[src/rtl/fsc_pkg.sv]
// shared constants and carriers for flash security and program control
package fsc_pkg;
  localparam logic [7:0] FSC_PSC_ADDR = 8'h8f;
  localparam logic [7:0] FSC_FMC_ADDR = 8'hb6;
  localparam logic [7:0] FSC_FAL_ADDR = 8'hb7;
  localparam logic [7:0] FSC_PSC_RESET = 8'h00;
  localparam logic [7:0] FSC_FMC_RESET = 8'h80;
  localparam logic [7:0] FSC_FAL_RESET = 8'h00;
  localparam logic [7:0] FSC_PSC_MASK = 8'h07;
  localparam logic [7:0] FSC_FMC_MASK = 8'hc1;
  localparam int FSC_WE_BIT = 0;
  localparam int FSC_EE_BIT = 1;
  localparam int FSC_SP_BIT = 2;
  localparam int FSC_SOFTWARE_FLASH_WRITE_ENABLE_BIT = 0;
  localparam int FSC_READ_ALWAYS_ENABLE_BIT = 6;
  localparam int FSC_ONE_SHOT_TIMER_ENABLE_BIT = 7;
  localparam logic [15:0] FSC_RLOCK_ADDR = 16'hfdff;
  localparam logic [15:0] FSC_WLOCK_ADDR = 16'hfdfe;
  localparam logic [15:0] FSC_LOCK_PAGE = 16'hfc00;
  localparam logic [15:0] FSC_RESV_BASE = 16'hfe00;
  localparam int FSC_BLK_LSB = 13;
  localparam int FSC_PAGE_LSB = 9;
  localparam logic [7:0] FSC_ERASED = 8'hff;
  localparam logic [7:0] FSC_DENIED = 8'h00;
  localparam logic [7:0] FSC_ALL_LOCKED = 8'h00;

  typedef enum logic [1:0] {FSC_OP_READ, FSC_OP_WRITE, FSC_OP_ERASE} fsc_op_e;
  typedef enum logic [1:0] {FSC_ER_NONE, FSC_ER_PAGE, FSC_ER_MASS} fsc_er_e;

  // request into the flash array controller
  typedef struct packed {
    logic       valid;
    logic       scratch;
    fsc_op_e    op;
    fsc_er_e    span;
    logic [15:0] addr;
    logic [7:0] data;
  } fsc_freq_s;

  // request from the core or jtag side
  typedef struct packed {
    logic       valid;
    logic       scratch; // jtag only; software follows the store control bit
    fsc_op_e    op;
    logic [15:0] addr;
    logic [7:0] data;
  } fsc_req_s;
endpackage

[src/rtl/fsc_lock_check.sv]
// lock bit lookup for one jtag address
module fsc_lock_check (
  input wire logic [15:0] addr,
  input wire logic [7:0] read_lock,
  input wire logic [7:0] write_lock,
  output logic read_ok,
  output logic write_ok,
  output logic is_lock_byte,
  output logic in_lock_page
);
  import fsc_pkg::*;
  logic [2:0] blk;
  assign blk = addr[15:FSC_BLK_LSB];
  assign read_ok = read_lock[blk];
  assign write_ok = write_lock[blk];
  assign is_lock_byte = (addr == FSC_RLOCK_ADDR) || (addr == FSC_WLOCK_ADDR);
  assign in_lock_page = (addr[15:FSC_PAGE_LSB] == FSC_LOCK_PAGE[15:FSC_PAGE_LSB]);
endmodule

[src/rtl/fsc_top.sv]
// flash security, lock and program-store control
//
// Operation
// - read lock at 0xfdff, write/erase lock at 0xfdfe
// - each lock bit guards one 8k block; top block stops below lock bytes
// - read-lock bit zero refuses jtag reads of that block
// - write-lock bit zero blocks jtag writes and erases there
// - scratchpad locked only when all program blocks are locked
// - software may write lock page bytes but never erase it
// - top block locked still permits writing lock bytes, not erasing
// - lock bits always readable and clearable
// - jtag erase at a lock byte erases everything below reserved area
// - jtag erase elsewhere in top page erases that page only
// - read limit is access-limit value times 256
// - upper code cannot touch flash below limit; reads give zero
// - lower code unrestricted; upper code may execute lower code
// - access limit takes first write after reset only
// - limit zero gives unrestricted access
// - bit 7 enables sense-amp one-shot timer, resets to one
// - bit 6 keeps flash always in read mode
// - software writes and erases need bit 0 of flash control
// - reserved flash control bits read zero
// - scratchpad select routes software accesses to scratchpad
// - erase enable plus write enable makes a page erase
// - write enable makes a byte program
// - byte writes only clear bits; erase sets 0xff
// - core stalls during flash write or erase
module fsc_top (
  input wire logic clk,
  input wire logic sys_rst,
  input wire logic sfr_wr,
  input wire logic sfr_rd,
  input wire logic [7:0] sfr_addr,
  input wire logic [7:0] sfr_wdata,
  output logic [7:0] sfr_rdata,
  input wire fsc_pkg::fsc_req_s cpu_req,
  input wire logic [15:0] cpu_pc,
  output logic [7:0] cpu_rdata,
  output logic cpu_rvalid,
  output logic cpu_stall,
  input wire fsc_pkg::fsc_req_s jtag_req,
  output logic [7:0] jtag_rdata,
  output logic jtag_done,
  output logic jtag_denied,
  output fsc_pkg::fsc_freq_s flash_req,
  input wire logic flash_busy,
  input wire logic flash_done,
  input wire logic [7:0] flash_rdata,
  input wire logic [7:0] flash_old,
  input wire logic [7:0] read_lock_in,
  input wire logic [7:0] write_lock_in,
  output logic one_shot_en,
  output logic read_always_en
);
  import fsc_pkg::*;

  typedef enum logic [1:0] {FSC_IDLE, FSC_LOAD, FSC_ISSUE, FSC_WAIT} fsc_state_e;

  logic [7:0] psc_reg;
  logic [7:0] fmc_reg;
  logic [7:0] fal_reg;
  logic fal_written_reg;
  logic [15:0] limit;
  fsc_state_e state_reg;
  logic src_jtag_reg;
  logic j_rd_ok;
  logic j_wr_ok;
  logic j_lockbyte;
  logic j_lockpage;
  logic sp_locked;
  logic sp_rd_locked;
  logic upper_pc;
  logic below_limit;
  logic cpu_ok;
  logic cpu_mod;
  logic jtag_ok;
  fsc_freq_s cpu_cmd;
  fsc_freq_s jtag_cmd;

  // lock decode for the jtag address
  fsc_lock_check u_lock (
    .addr(jtag_req.addr),
    .read_lock(read_lock_in),
    .write_lock(write_lock_in),
    .read_ok(j_rd_ok),
    .write_ok(j_wr_ok),
    .is_lock_byte(j_lockbyte),
    .in_lock_page(j_lockpage)
  );

  // scratch locked when every block is
  assign sp_locked = (write_lock_in == FSC_ALL_LOCKED);
  assign sp_rd_locked = (read_lock_in == FSC_ALL_LOCKED);

  assign limit = {fal_reg, 8'h00};
  assign upper_pc = (cpu_pc >= limit);
  assign below_limit = (cpu_req.addr < limit);
  assign cpu_mod = (cpu_req.op != FSC_OP_READ);

  // software access permission
  always_comb begin
    cpu_ok = 1'b1;
    if (upper_pc && below_limit && !psc_reg[FSC_SP_BIT]) begin
      cpu_ok = 1'b0;
    end
    if (cpu_mod && !(fmc_reg[FSC_SOFTWARE_FLASH_WRITE_ENABLE_BIT] && psc_reg[FSC_WE_BIT])) begin
      cpu_ok = 1'b0;
    end
    // no software erase of lock page
    if (cpu_mod && psc_reg[FSC_EE_BIT] && !psc_reg[FSC_SP_BIT]
        && cpu_req.addr[15:FSC_PAGE_LSB] == FSC_LOCK_PAGE[15:FSC_PAGE_LSB]) begin
      cpu_ok = 1'b0;
    end
  end

  // software command build
  always_comb begin
    cpu_cmd = '0;
    cpu_cmd.valid = cpu_req.valid && cpu_ok;
    cpu_cmd.scratch = psc_reg[FSC_SP_BIT];
    cpu_cmd.addr = cpu_req.addr;
    // raw data; old byte merged in the load step
    cpu_cmd.data = cpu_req.data;
    cpu_cmd.op = FSC_OP_READ;
    cpu_cmd.span = FSC_ER_NONE;
    if (cpu_mod) begin
      if (psc_reg[FSC_EE_BIT]) begin
        cpu_cmd.op = FSC_OP_ERASE;
        cpu_cmd.span = FSC_ER_PAGE;
        cpu_cmd.data = FSC_ERASED;
      end else begin
        cpu_cmd.op = FSC_OP_WRITE;
      end
    end
  end

  // jtag permission
  always_comb begin
    jtag_ok = 1'b1;
    if (jtag_req.op == FSC_OP_READ) begin
      jtag_ok = j_rd_ok || j_lockbyte;
    end else if (jtag_req.op == FSC_OP_WRITE) begin
      jtag_ok = j_wr_ok || j_lockbyte;
    end else begin
      // mass erase is the unlock path
      jtag_ok = j_wr_ok || j_lockbyte;
    end
    // scratchpad open while any program block is open
    if (jtag_req.scratch) begin
      jtag_ok = (jtag_req.op == FSC_OP_READ) ? !sp_rd_locked : !sp_locked;
    end
  end

  // jtag command build
  always_comb begin
    jtag_cmd = '0;
    jtag_cmd.valid = jtag_req.valid && jtag_ok;
    jtag_cmd.scratch = jtag_req.scratch;
    jtag_cmd.op = jtag_req.op;
    jtag_cmd.addr = jtag_req.addr;
    // raw data; old byte merged in the load step
    jtag_cmd.data = jtag_req.data;
    jtag_cmd.span = FSC_ER_NONE;
    if (jtag_req.op == FSC_OP_ERASE) begin
      jtag_cmd.data = FSC_ERASED;
      // lock byte address means mass erase
      // rest of top page erases page
      jtag_cmd.span = (j_lockbyte && !jtag_req.scratch) ? FSC_ER_MASS : FSC_ER_PAGE;
    end
  end

  // sfr register writes
  always_ff @(posedge clk or posedge sys_rst) begin
    if (sys_rst) begin
      psc_reg <= FSC_PSC_RESET;
      fmc_reg <= FSC_FMC_RESET;
    end else if (sfr_wr) begin
      if (sfr_addr == FSC_PSC_ADDR) begin
        psc_reg <= sfr_wdata & FSC_PSC_MASK;
      end
      if (sfr_addr == FSC_FMC_ADDR) begin
        fmc_reg <= sfr_wdata & FSC_FMC_MASK;
      end
    end
  end

  // one-shot access limit
  always_ff @(posedge clk or posedge sys_rst) begin
    if (sys_rst) begin
      fal_reg <= FSC_FAL_RESET;
      fal_written_reg <= 1'b0;
    end else if (sfr_wr && sfr_addr == FSC_FAL_ADDR && !fal_written_reg) begin
      fal_reg <= sfr_wdata;
      fal_written_reg <= 1'b1;
    end
  end

  // sfr read data
  always_ff @(posedge clk or posedge sys_rst) begin
    if (sys_rst) begin
      sfr_rdata <= 8'h00;
    end else if (sfr_rd) begin
      case (sfr_addr)
        FSC_PSC_ADDR: sfr_rdata <= psc_reg;
        FSC_FMC_ADDR: sfr_rdata <= fmc_reg;
        FSC_FAL_ADDR: sfr_rdata <= fal_reg;
        default: sfr_rdata <= 8'h00;
      endcase
    end
  end

  // sense amplifier controls
  always_ff @(posedge clk or posedge sys_rst) begin
    if (sys_rst) begin
      one_shot_en <= 1'b1;
      read_always_en <= 1'b0;
    end else begin
      one_shot_en <= fmc_reg[FSC_ONE_SHOT_TIMER_ENABLE_BIT];
      read_always_en <= fmc_reg[FSC_READ_ALWAYS_ENABLE_BIT];
    end
  end

  // arbitration and flash sequencing; software has priority, jtag retries
  always_ff @(posedge clk or posedge sys_rst) begin
    if (sys_rst) begin
      state_reg <= FSC_IDLE;
      flash_req <= '0;
      src_jtag_reg <= 1'b0;
      cpu_stall <= 1'b0;
      cpu_rdata <= 8'h00;
      cpu_rvalid <= 1'b0;
      jtag_rdata <= 8'h00;
      jtag_done <= 1'b0;
      jtag_denied <= 1'b0;
    end else begin
      cpu_rvalid <= 1'b0;
      jtag_done <= 1'b0;
      jtag_denied <= 1'b0;
      case (state_reg)
        FSC_IDLE: begin
          if (cpu_req.valid) begin
            src_jtag_reg <= 1'b0;
            if (cpu_cmd.valid) begin
              // strobe waits a cycle so the stored byte at the new address shows
              flash_req <= cpu_cmd;
              flash_req.valid <= 1'b0;
              state_reg <= FSC_LOAD;
              cpu_stall <= cpu_mod;
            end else begin
              cpu_rdata <= FSC_DENIED;
              cpu_rvalid <= !cpu_mod;
            end
          end else if (jtag_req.valid) begin
            src_jtag_reg <= 1'b1;
            if (jtag_cmd.valid) begin
              flash_req <= jtag_cmd;
              flash_req.valid <= 1'b0;
              state_reg <= FSC_LOAD;
            end else begin
              jtag_rdata <= FSC_DENIED;
              jtag_done <= 1'b1;
              jtag_denied <= 1'b1;
            end
          end
        end
        // program data may only clear bits of the stored byte
        FSC_LOAD: begin
          flash_req.valid <= 1'b1;
          if (flash_req.op == FSC_OP_WRITE) begin
            flash_req.data <= flash_req.data & flash_old;
          end
          state_reg <= FSC_ISSUE;
        end
        FSC_ISSUE: begin
          flash_req.valid <= 1'b0;
          state_reg <= FSC_WAIT;
        end
        FSC_WAIT: begin
          if (flash_done && !flash_busy) begin
            state_reg <= FSC_IDLE;
            cpu_stall <= 1'b0;
            if (src_jtag_reg) begin
              jtag_rdata <= flash_rdata;
              jtag_done <= 1'b1;
            end else begin
              cpu_rdata <= flash_rdata;
              cpu_rvalid <= (flash_req.op == FSC_OP_READ);
            end
          end
        end
        default: state_reg <= FSC_IDLE;
      endcase
    end
  end

  // checks
  a_limit_once: assert property (@(posedge clk) disable iff (sys_rst)
    $past(fal_written_reg) |-> $stable(fal_reg)) else $error("limit changed after first write");
  a_reserved_zero: assert property (@(posedge clk) disable iff (sys_rst)
    fmc_reg[5:1] == 5'h00) else $error("reserved bits nonzero");
  a_denied_zero: assert property (@(posedge clk) disable iff (sys_rst)
    (state_reg == FSC_IDLE && cpu_req.valid && !cpu_mod && !cpu_ok) |=> (cpu_rvalid && cpu_rdata == 8'h00))
    else $error("blocked read not zero");
  a_wen_needed: assert property (@(posedge clk) disable iff (sys_rst)
    (cpu_cmd.valid && cpu_mod) |-> fmc_reg[FSC_SOFTWARE_FLASH_WRITE_ENABLE_BIT]) else $error("write without enable");
  a_jtag_rlock: assert property (@(posedge clk) disable iff (sys_rst)
    (state_reg == FSC_IDLE && !cpu_req.valid && jtag_req.valid && jtag_req.op == FSC_OP_READ
     && !j_rd_ok && !j_lockbyte) |=> jtag_denied) else $error("locked jtag read allowed");
  a_jtag_wlock: assert property (@(posedge clk) disable iff (sys_rst)
    (jtag_cmd.valid && jtag_req.op != FSC_OP_READ) |-> (j_wr_ok || j_lockbyte)) else $error("locked write");
  a_mass_erase: assert property (@(posedge clk) disable iff (sys_rst)
    (jtag_req.op == FSC_OP_ERASE && j_lockbyte && !jtag_req.scratch) |-> jtag_cmd.span == FSC_ER_MASS)
    else $error("no mass erase");
  a_top_page: assert property (@(posedge clk) disable iff (sys_rst)
    (jtag_req.op == FSC_OP_ERASE && j_lockpage && !j_lockbyte && !jtag_req.scratch)
    |-> jtag_cmd.span == FSC_ER_PAGE) else $error("top page erase widened");
  a_scratch_lock: assert property (@(posedge clk) disable iff (sys_rst)
    (state_reg == FSC_IDLE && !cpu_req.valid && jtag_req.valid && jtag_req.scratch
     && jtag_req.op != FSC_OP_READ && sp_locked) |=> jtag_denied) else $error("locked scratchpad modified");
  a_load_clear: assert property (@(posedge clk) disable iff (sys_rst)
    (state_reg == FSC_ISSUE && flash_req.op == FSC_OP_WRITE) |-> (flash_req.data & ~$past(flash_old)) == 8'h00)
    else $error("program sets a bit");
  a_one_shot: assert property (@(posedge clk) disable iff (sys_rst)
    one_shot_en == $past(fmc_reg[FSC_ONE_SHOT_TIMER_ENABLE_BIT])) else $error("one-shot enable out of step");
  a_stall_hold: assert property (@(posedge clk) disable iff (sys_rst)
    (state_reg == FSC_ISSUE && !src_jtag_reg && flash_req.op != FSC_OP_READ) |-> cpu_stall)
    else $error("core not stalled");
  a_lock_page: assert property (@(posedge clk) disable iff (sys_rst)
    (cpu_cmd.valid && cpu_cmd.op == FSC_OP_ERASE && !cpu_cmd.scratch)
    |-> cpu_req.addr[15:FSC_PAGE_LSB] != FSC_LOCK_PAGE[15:FSC_PAGE_LSB]) else $error("lock page erased");
endmodule
[config.mk]
export PLATFORM = sky130hd
export DESIGN_NAME = fsc_top
export DESIGN_NICKNAME = d
export VERILOG_FILES = /design/src/rtl/fsc_pkg.sv /design/src/rtl/fsc_lock_check.sv /design/src/rtl/fsc_top.sv
export SDC_FILE = /design/constraint.sdc
export NUM_CORES = 1
export LEC_CHECK = 0
export BUFFER_PORTS_ARGS = -buffer_cell sky130_fd_sc_hd__buf_2
export CAP_MARGIN = 20
export CORE_AREA = 2 2 98 100
export CTS_BUF_LIST = sky130_fd_sc_hd__clkbuf_8
export CTS_CLUSTER_SIZE = 12
export DETAILED_ROUTE_END_ITERATION = 7
export DIE_AREA = 0 0 100 102
export HOLD_SLACK_MARGIN = 0.02
export MAX_ROUTING_LAYER = met4
export PLACE_DENSITY = 0.93
export SYNTH_ARGS = -nofsm -noshare
export SYNTH_HDL_FRONTEND = slang
export SYNTH_HIERARCHICAL = 1
export SYNTH_SLANG_ARGS = --single-unit
[constraint.sdc]
create_clock -name clk -period 3.2 [get_ports clk]
set_clock_uncertainty 0.1 [all_clocks]
set_input_delay 0.8 -clock clk [delete_from_list [all_inputs] [get_ports clk]]
set_output_delay 0.8 -clock clk [all_outputs]
set_load 0.005 [all_outputs]
==> flow_summary_export.csv, run 1 <==
group,metric,value,unit
sta,setup_viol,0,
worst_hold_path,min_from,"fmc_reg[7]",
route,final_antenna_net_count,0,
sta,max_freq,333,MHz
sta,hold_viol,0,
worst_hold_path,min_to,"one_shot_en",
clocking,hold_buffers,0,
sta,max_slew_margin,46.1,%
critical_path,r2r-start,"fal_reg[1]",
sta,tns,0,ps
sta,maxSlewViolCount,0,
clocking,ctsHtreeMaxLevel,3,
sta,finalWorstSetupSlack,193,ps
finish,final_common_cell,"buf_2",
clocking,post-cts-setup-buffers,0,
route,wl_per_cell,18.0,um
critical_path,rrSetupSlack,320,ps
clocking,cts_buffers,9,
global_route,grt_pass1_wl,20.7,mm
die,die_area,10200,sq um
placement,pre_cts_slack,-363,ps
finish,ff_latch_area,1950,sq um
run_status,outcome,"finished clean",
clocking,clockBufferDepth,2,
finish,mostFrequentLayoutCells,"184 x buf_2, 76 x dfrtp_1, 41 x mux2_2",
placement,dpl.hpwl,10.3,mm
clocking,clkLatencyLatePin,340,ps
global_route,grt_use_total,26.8,%
route,via_per_inst,5.76,
sta,min_period,3010,ps
route,first_iter_violations,224,
yosys,synth_nets,562,
critical_path,r2r-end,"state_reg[1]",
clocking,cts_resized,0,
finish,fillers,732,
die,start_util,49.4,%
global_route,antenna_found_initial,0,
sta,worst_pin_slew,802,ps
clocking,clkTransAtPathRegs,90,ps
route,wirelength,13.3,mm
pwr,powerDensity,615,nW/um^2
finish,drive_gt1_share,46.4,%
yosys,synth_warnings,6,
sta,fin_crit_sh,94.0,%
critical_path,reg2reg_depth,9,
route,drc,0,
clocking,cts_tree,"yes",
critical_path,critPathMaxFanout,6,
clocking,numClockSinks,78,
die,coreArea,9110,sq um
die,io-pin-count,186,
finish,multiInputGateArea,2420,sq um
yosys,syn_area_per_cell,10.8,sq um
route,num_vias,4262,
yosys,syn_area,4500,sq um
pwr,total_leakage_power,2.97,nW
critical_path,critPathKind,"in2reg",
global_route,grt_max_degree,47,
route,firstDrtPassIters,5,
finish,top_register,"flash_req",
clocking,cts_root_buffer,"clkbuf_8",
critical_path,end_kind,"flop",
critical_path,worstPathRequired,3360,ps
pwr,power,3.65,mW
placement,portBuffers,184,
worst_hold_path,whs_path_depth,0,
flow_run,cap_violations,0,
sta,rsz0062_at_grt,"false",
global_route,gr-total-overflow,0,
pwr,irDropWorstVdd,0.330,mV
critical_path,crit_path_start_kind,"input port",
die,die_y,102,um
die,placementRows,35,
critical_path,cp.arrival,3160,ps
yosys,syn_inst,417,
worst_hold_path,holdCritPathClass,"reg2reg",
finish,largest_register_ffs,30,
placement,gp_congestion,0.918,
finish,syn_to_final_growth,31.8,%
global_route,grt_pass1_vias,4291,
die,die_w,100,um
finish,finalNetCount,769,
finish,antennaDiodeCount,0,
-- metal layers --
layer  vias up  global-route usage (%)  share of wire, %
li1       1972                       -                 -
met5         -                       -                 0
met3        37                    3.76               5.6
met1      2047                    31.5                41
met4         0                    10.4               2.6
met2       206                    46.8                51
-- power breakdown --
part	internal [mW]	total [mW]	switching, mW
Combinational	0.750	1.53	0.785
Sequential	1.27	1.45	0.177
Clock	0.299	0.667	0.368
-- final cells by class --
| cell class | instances | area share [%] |
|---|---|---|
| inverters | 26 | 1.67 |
| clock buffers | 10 | 2.32 |
| clock inverters | 6 | 0.633 |
| well taps | 111 | 2.34 |
| multi-input cells | 297 | 40.8 |
| flip-flops and latches | 78 | 33.0 |
| repair buffers | 212 | 19.3 |
-- critical path: stages --
cell	delay [ps]
buf_2	170
mux4_1	570
mux2_2	280
o21a_1	120
a2111oi_2	240
a211oi_2	120
buf_4	160
nor3_2	210
o21ai_2	140
buf_4	180
mux2i_1	160
-- worst max-delay path by stage --
stage	start	to	slack (ps)	cells past startpoint
2_1_floorplan	jtag_req[21]	flash_req[8]	40	11
3_3_place_gp	jtag_req[17]	flash_req[20]	-260	9
3_5_place_dp	jtag_req[17]	flash_req[13]	-360	9
4_1_cts	jtag_req[17]	flash_req[17]	20	9
5_1_grt	cpu_pc[9]	cpu_rdata[7]	50	9
6_report	jtag_req[21]	jtag_rdata[3]	190	11
-- through the flow --
| step | instances | hold WS, ps | instance area, sq um | util [%] |
|---|---|---|---|---|
| global route | 740 | 291 | 5930 | 65.1 |
| floorplan | 417 | 258 | 4510 | - |
| finish | 740 | 280 | 5930 | 65.1 |
| global placement | 723 | 264 | 5720 | 62.8 |
| detailed placement | 723 | 267 | 5720 | 62.8 |
| CTS | 739 | 282 | 5900 | 64.8 |
Power figures use the tool's default switching activity.
==> run 2, diff against run 1 <==
--- a/config.mk
+++ b/config.mk
@@ -5,16 +5,16 @@
 export SDC_FILE = /design/constraint.sdc
 export NUM_CORES = 1
 export LEC_CHECK = 0
-export BUFFER_PORTS_ARGS = -buffer_cell sky130_fd_sc_hd__buf_2
 export CAP_MARGIN = 20
-export CORE_AREA = 2 2 98 100
+export CORE_AREA = 2 2 94 96
 export CTS_BUF_LIST = sky130_fd_sc_hd__clkbuf_8
 export CTS_CLUSTER_SIZE = 12
 export DETAILED_ROUTE_END_ITERATION = 7
-export DIE_AREA = 0 0 100 102
+export DIE_AREA = 0 0 96 98
+export DONT_BUFFER_PORTS = 1
 export HOLD_SLACK_MARGIN = 0.02
 export MAX_ROUTING_LAYER = met4
-export PLACE_DENSITY = 0.93
+export PLACE_DENSITY = 0.8
 export SYNTH_ARGS = -nofsm -noshare
 export SYNTH_HDL_FRONTEND = slang
 export SYNTH_HIERARCHICAL = 1
==> run 2 against run 1 <==
Net effect: combinational power fell by 27%; routed wire length down 13%; non-clock buffer count fell by 198; sequential share of layout area up 7.1 points; global-route usage decreased by 1.2 points; highest routed layer unchanged.
==> flow_summary_export.csv, run 2 (synthesized netlist as in run 1, its figures left out) <==
group,metric,value,unit
route,final_antenna_net_count,0,
route,firstDrtPassIters,4,
critical_path,critPathKind,"in2reg",
placement,portBuffers,0,
critical_path,critPathLaunch,"jtag_req[17]",
global_route,gr-total-overflow,0,
sta,worst_pin_slew,788,ps
die,die_area,9410,sq um
route,first_iter_violations,113,
finish,drive_gt1_share,21.3,%
finish,fillers,708,
clocking,cts_resized,0,
critical_path,end_kind,"flop",
critical_path,reg2reg_depth,9,
die,start_util,53.2,%
finish,finalNetCount,571,
critical_path,r2r-start,"fal_reg[1]",
critical_path,cpPeakStageDelay,700,ps
global_route,grt_pass1_vias,3659,
global_route,grt_use_total,25.6,%
placement,dpl.hpwl,8.73,mm
global_route,grt_max_degree,47,
placement,gp_congestion,0.931,
die,die_w,96,um
critical_path,critPathMaxFanout,14,
finish,fin_cells,539,
pwr,power,3.30,mW
critical_path,crit_path_start_kind,"input port",
pwr,powerDensity,677,nW/um^2
finish,final_util,57.7,%
critical_path,cp_num_buf_inv,1,
finish,antennaDiodeCount,0,
die,io-pin-count,186,
critical_path,cp.arrival,3130,ps
finish,final_area,4880,sq um
sta,setup_viol,0,
clocking,numClockSinks,78,
placement,place_area,4690,sq um
sta,rsz0062_at_grt,"false",
flow_run,cap_violations,0,
run_status,outcome,"finished clean",
critical_path,cp_cell_sequence,"nand4b_1 > nor4_1 > buf_4 > a2111oi_2 > a211oi_2 > nand3_1 > a21oi_2 > mux2_1",
critical_path,r2r-end,"state_reg[1]",
clocking,clkLatencyLatePin,350,ps
finish,ff_latch_area,1950,sq um
finish,top_register,"flash_req",
clocking,clkTransAtPathRegs,80,ps
critical_path,path_depth,8,
finish,multiInputGateArea,2400,sq um
global_route,antenna_found_initial,0,
clocking,hold_buffers,0,
clocking,post-cts-setup-buffers,0,
sta,max_freq,334,MHz
clocking,cts_tree,"yes",
critical_path,worstPathRequired,3340,ps
pwr,total_leakage_power,2.12,nW
finish,largest_register_ffs,30,
pwr,irDropWorstVdd,0.345,mV
global_route,grt_pass1_wl,18.1,mm
placement,pre_cts_slack,-262,ps
route,wl_per_cell,21.4,um
critical_path,cp_top_family,"compound AO/OA/AOI/OAI gates",
route,num_vias,3446,
finish,mostFrequentLayoutCells,"76 x dfrtp_1, 41 x mux2_2, 32 x nand2_1",
clocking,cts_buffers,9,
worst_hold_path,holdCritPathClass,"in2async",
die,coreArea,8470,sq um
sta,fin_crit_sh,93.5,%
sta,tns,0,ps
sta,maxSlewViolCount,0,
sta,finalWorstSetupSlack,208,ps
sta,hold_ws,278,ps
finish,final_common_cell,"dfrtp_1",
route,drc,0,
die,placementRows,34,
clocking,cts_root_buffer,"clkbuf_8",
critical_path,cp-endpoint,"flash_req[11]",
critical_path,rrSetupSlack,220,ps
sta,min_period,2990,ps
clocking,clockBufferDepth,2,
route,via_per_inst,6.39,
finish,syn_to_final_growth,8.45,%
critical_path,crit_slowest_cell,"a21oi_2",
placement,placed_cells,522,
sta,hold_viol,0,
sta,max_slew_margin,47.4,%
route,wirelength,11.5,mm
clocking,ctsHtreeMaxLevel,3,
die,die_y,98,um
[run 2: layout make-up]
type / instances / area share [%]
timing repair buffer: 14 / 2.41
tap: 108 / 2.77
sequential: 78 / 40.0
clock buffer: 10 / 2.82
inverter: 26 / 2.03
clock inverter: 6 / 0.820
multi-input combinational: 297 / 49.1
[run 2: where the power goes]
| part | total (mW) | leakage, nW | switching (mW) | internal (mW) |
|---|---|---|---|---|
| sequential | 1.52 | 0.983 | 0.251 | 1.27 |
| clock | 0.666 | 0.0857 | 0.366 | 0.300 |
| combinational | 1.11 | 1.05 | 0.580 | 0.533 |
| total | 3.30 | 2.12 | 1.20 | 2.11 |
[run 2: layer usage]
layer	wire [um]	track usage, %	vias up
li1	-	-	1578
met1	4550	30.8	1686
met2	5880	42.3	166
met3	890	5.94	16
met4	197	8.13	0
met5	0	-	-
[run 2: how the worst min path moves through the flow]
| stage | start | to | slack (ps) |
|---|---|---|---|
| floorplan | fmc_reg[7] | one_shot_en | 260 |
| global placement | fmc_reg[7] | one_shot_en | 260 |
| detailed placement | fmc_reg[7] | one_shot_en | 270 |
| CTS | sys_rst | jtag_rdata[3] | 280 |
| global route | fmc_reg[7] | one_shot_en | 290 |
| finish | sys_rst | jtag_rdata[3] | 280 |
==> run 3, diff against run 2 <==
--- a/config.mk
+++ b/config.mk
@@ -6,15 +6,17 @@
 export NUM_CORES = 1
 export LEC_CHECK = 0
 export CAP_MARGIN = 20
-export CORE_AREA = 2 2 94 96
+export CELL_PAD_IN_SITES_DETAIL_PLACEMENT = 1
+export CELL_PAD_IN_SITES_GLOBAL_PLACEMENT = 1
+export CORE_AREA = 2 2 99 101
 export CTS_BUF_LIST = sky130_fd_sc_hd__clkbuf_8
 export CTS_CLUSTER_SIZE = 12
 export DETAILED_ROUTE_END_ITERATION = 7
-export DIE_AREA = 0 0 96 98
+export DIE_AREA = 0 0 101 103
 export DONT_BUFFER_PORTS = 1
 export HOLD_SLACK_MARGIN = 0.02
 export MAX_ROUTING_LAYER = met4
-export PLACE_DENSITY = 0.8
+export PLACE_DENSITY = 0.92
 export SYNTH_ARGS = -nofsm -noshare
 export SYNTH_HDL_FRONTEND = slang
 export SYNTH_HIERARCHICAL = 1
==> run 3 against run 2 <==
Net effect: sequential share of layout area is 0.38 points lower; flip-flop and latch count stayed put; clock-buffer cell count shrank 1; clock power rose by 11%; final area grew 0.95%.
==> flow_summary_export.csv, run 3 (synthesized netlist as in run 1, its figures left out) <==
group,metric,value,unit
global_route,grt_max_degree,43,
critical_path,crit_path_start_kind,"flop",
critical_path,worstPathRequired,3330,ps
finish,final_util,52.1,%
sta,min_period,2950,ps
clocking,numClockSinks,78,
pwr,powerDensity,690,nW/um^2
critical_path,cp.arrival,3070,ps
route,firstDrtPassIters,4,
finish,finalNetCount,571,
critical_path,cp_cell_sequence,"inv_1 > ha_1 > a21oi_1 > o21ai_0 > nor4_2 > o311ai_4 > a21oi_4 > mux2_1",
global_route,grt_pass1_vias,3684,
sta,max_slew_margin,55.6,%
clocking,ctsHtreeMaxLevel,3,
sta,max_freq,339,MHz
placement,place_area,4700,sq um
clocking,cts_buffers,9,
pwr,power,3.40,mW
clocking,clkLatencyLatePin,350,ps
die,start_util,47.6,%
critical_path,cpPeakStageDelay,520,ps
die,die_y,103,um
die,coreArea,9460,sq um
die,placementRows,36,
global_route,grt_use_total,24.6,%
route,first_iter_violations,115,
clocking,cts_root_buffer,"clkbuf_8",
critical_path,end_kind,"flop",
placement,dpl.hpwl,9.67,mm
finish,final_common_cell,"dfrtp_1",
route,num_vias,3487,
critical_path,critPathMaxFanout,15,
route,wl_per_cell,22.8,um
route,wirelength,12.4,mm
finish,final_area,4930,sq um
finish,top_register,"flash_req",
sta,hold_viol,0,
flow_run,cap_violations,0,
run_status,outcome,"finished clean",
sta,worst_pin_slew,660,ps
pwr,irDropWorstVdd,0.307,mV
finish,syn_to_final_growth,9.48,%
critical_path,crit_slowest_cell,"a21oi_4",
critical_path,cp_top_family,"compound AO/OA/AOI/OAI gates",
route,via_per_inst,6.40,
critical_path,critPathKind,"reg2reg",
clocking,clkTransAtPathRegs,90,ps
die,die_w,101,um
global_route,grt_pass1_wl,19.1,mm
die,die_area,10400,sq um
clocking,clockBufferDepth,2,
global_route,antenna_found_initial,0,
clocking,hold_buffers,0,
pwr,total_leakage_power,2.13,nW
die,io-pin-count,186,
sta,maxSlewViolCount,0,
placement,gp_congestion,0.839,
sta,rsz0062_at_grt,"false",
placement,portBuffers,0,
finish,largest_register_ffs,30,
sta,tns,0,ps
clocking,cts_tree,"yes",
sta,fin_crit_sh,92.1,%
global_route,gr-total-overflow,0,
critical_path,cp_num_buf_inv,1,
worst_hold_path,holdCritPathClass,"reg2reg",
route,drc,0,
finish,drive_gt1_share,21.6,%
route,final_antenna_net_count,0,
sta,setup_viol,0,
finish,mostFrequentLayoutCells,"76 x dfrtp_1, 41 x mux2_2, 32 x nand2_1",
finish,antennaDiodeCount,0,
-- run 3: per-layer routing --
layer / track usage [%] / vias up / wire (um)
li1: - / 1578 / -
met4: 9.36 / 0 / 308
met3: 5.42 / 28 / 685
met5: - / - / 0
met2: 42.9 / 120 / 6660
met1: 27.7 / 1761 / 4770
-- run 3: metrics by stage --
stage	cells	hold slack [ps]	setup WS [ps]
floorplan	417	258	44.7
global route	545	282	46.3
CTS	544	287	30.3
detailed placement	528	273	-269
global placement	528	263	-186
finish	545	286	252
-- run 3: final timing paths --
path                       startpoint       endpoint  slack (ps)  depth (start not counted)
min reg2reg                fmc_reg[7]    one_shot_en         290                          0
min                        fmc_reg[7]    one_shot_en         290                          0
max in group asynchronous     sys_rst     fmc_reg[7]        1970                          2
max                        fal_reg[7]  flash_req[19]         250                          8
min in group asynchronous     sys_rst  jtag_rdata[7]         300                          1
max reg2reg                fal_reg[7]  flash_req[19]         250                          8
-- run 3: power by group --
| part | leakage, nW | switching (mW) | internal, mW |
|---|---|---|---|
| registers | 0.983 | 0.256 | 1.27 |
| clock network | 0.0914 | 0.380 | 0.361 |
| logic | 1.06 | 0.603 | 0.528 |
| total | 2.13 | 1.24 | 2.16 |
-- run 3: cell type report --
type	instances	area [sq um]
Multi-Input combinational cell	297	2410
Clock buffer	9	124
Fill cell	1028	4530
Sequential cell	78	1950
Inverter	26	98.8
Timing Repair Buffer	14	118
Clock inverter	7	75.1
Tap cell	114	143
-- run 3: what timing repair did --
action / 4_1_cts / 5_1_grt
buffers inserted: 0 / 0
gates resized for setup: 0 / 2
endpoints found under the setup margin: 0 / 21
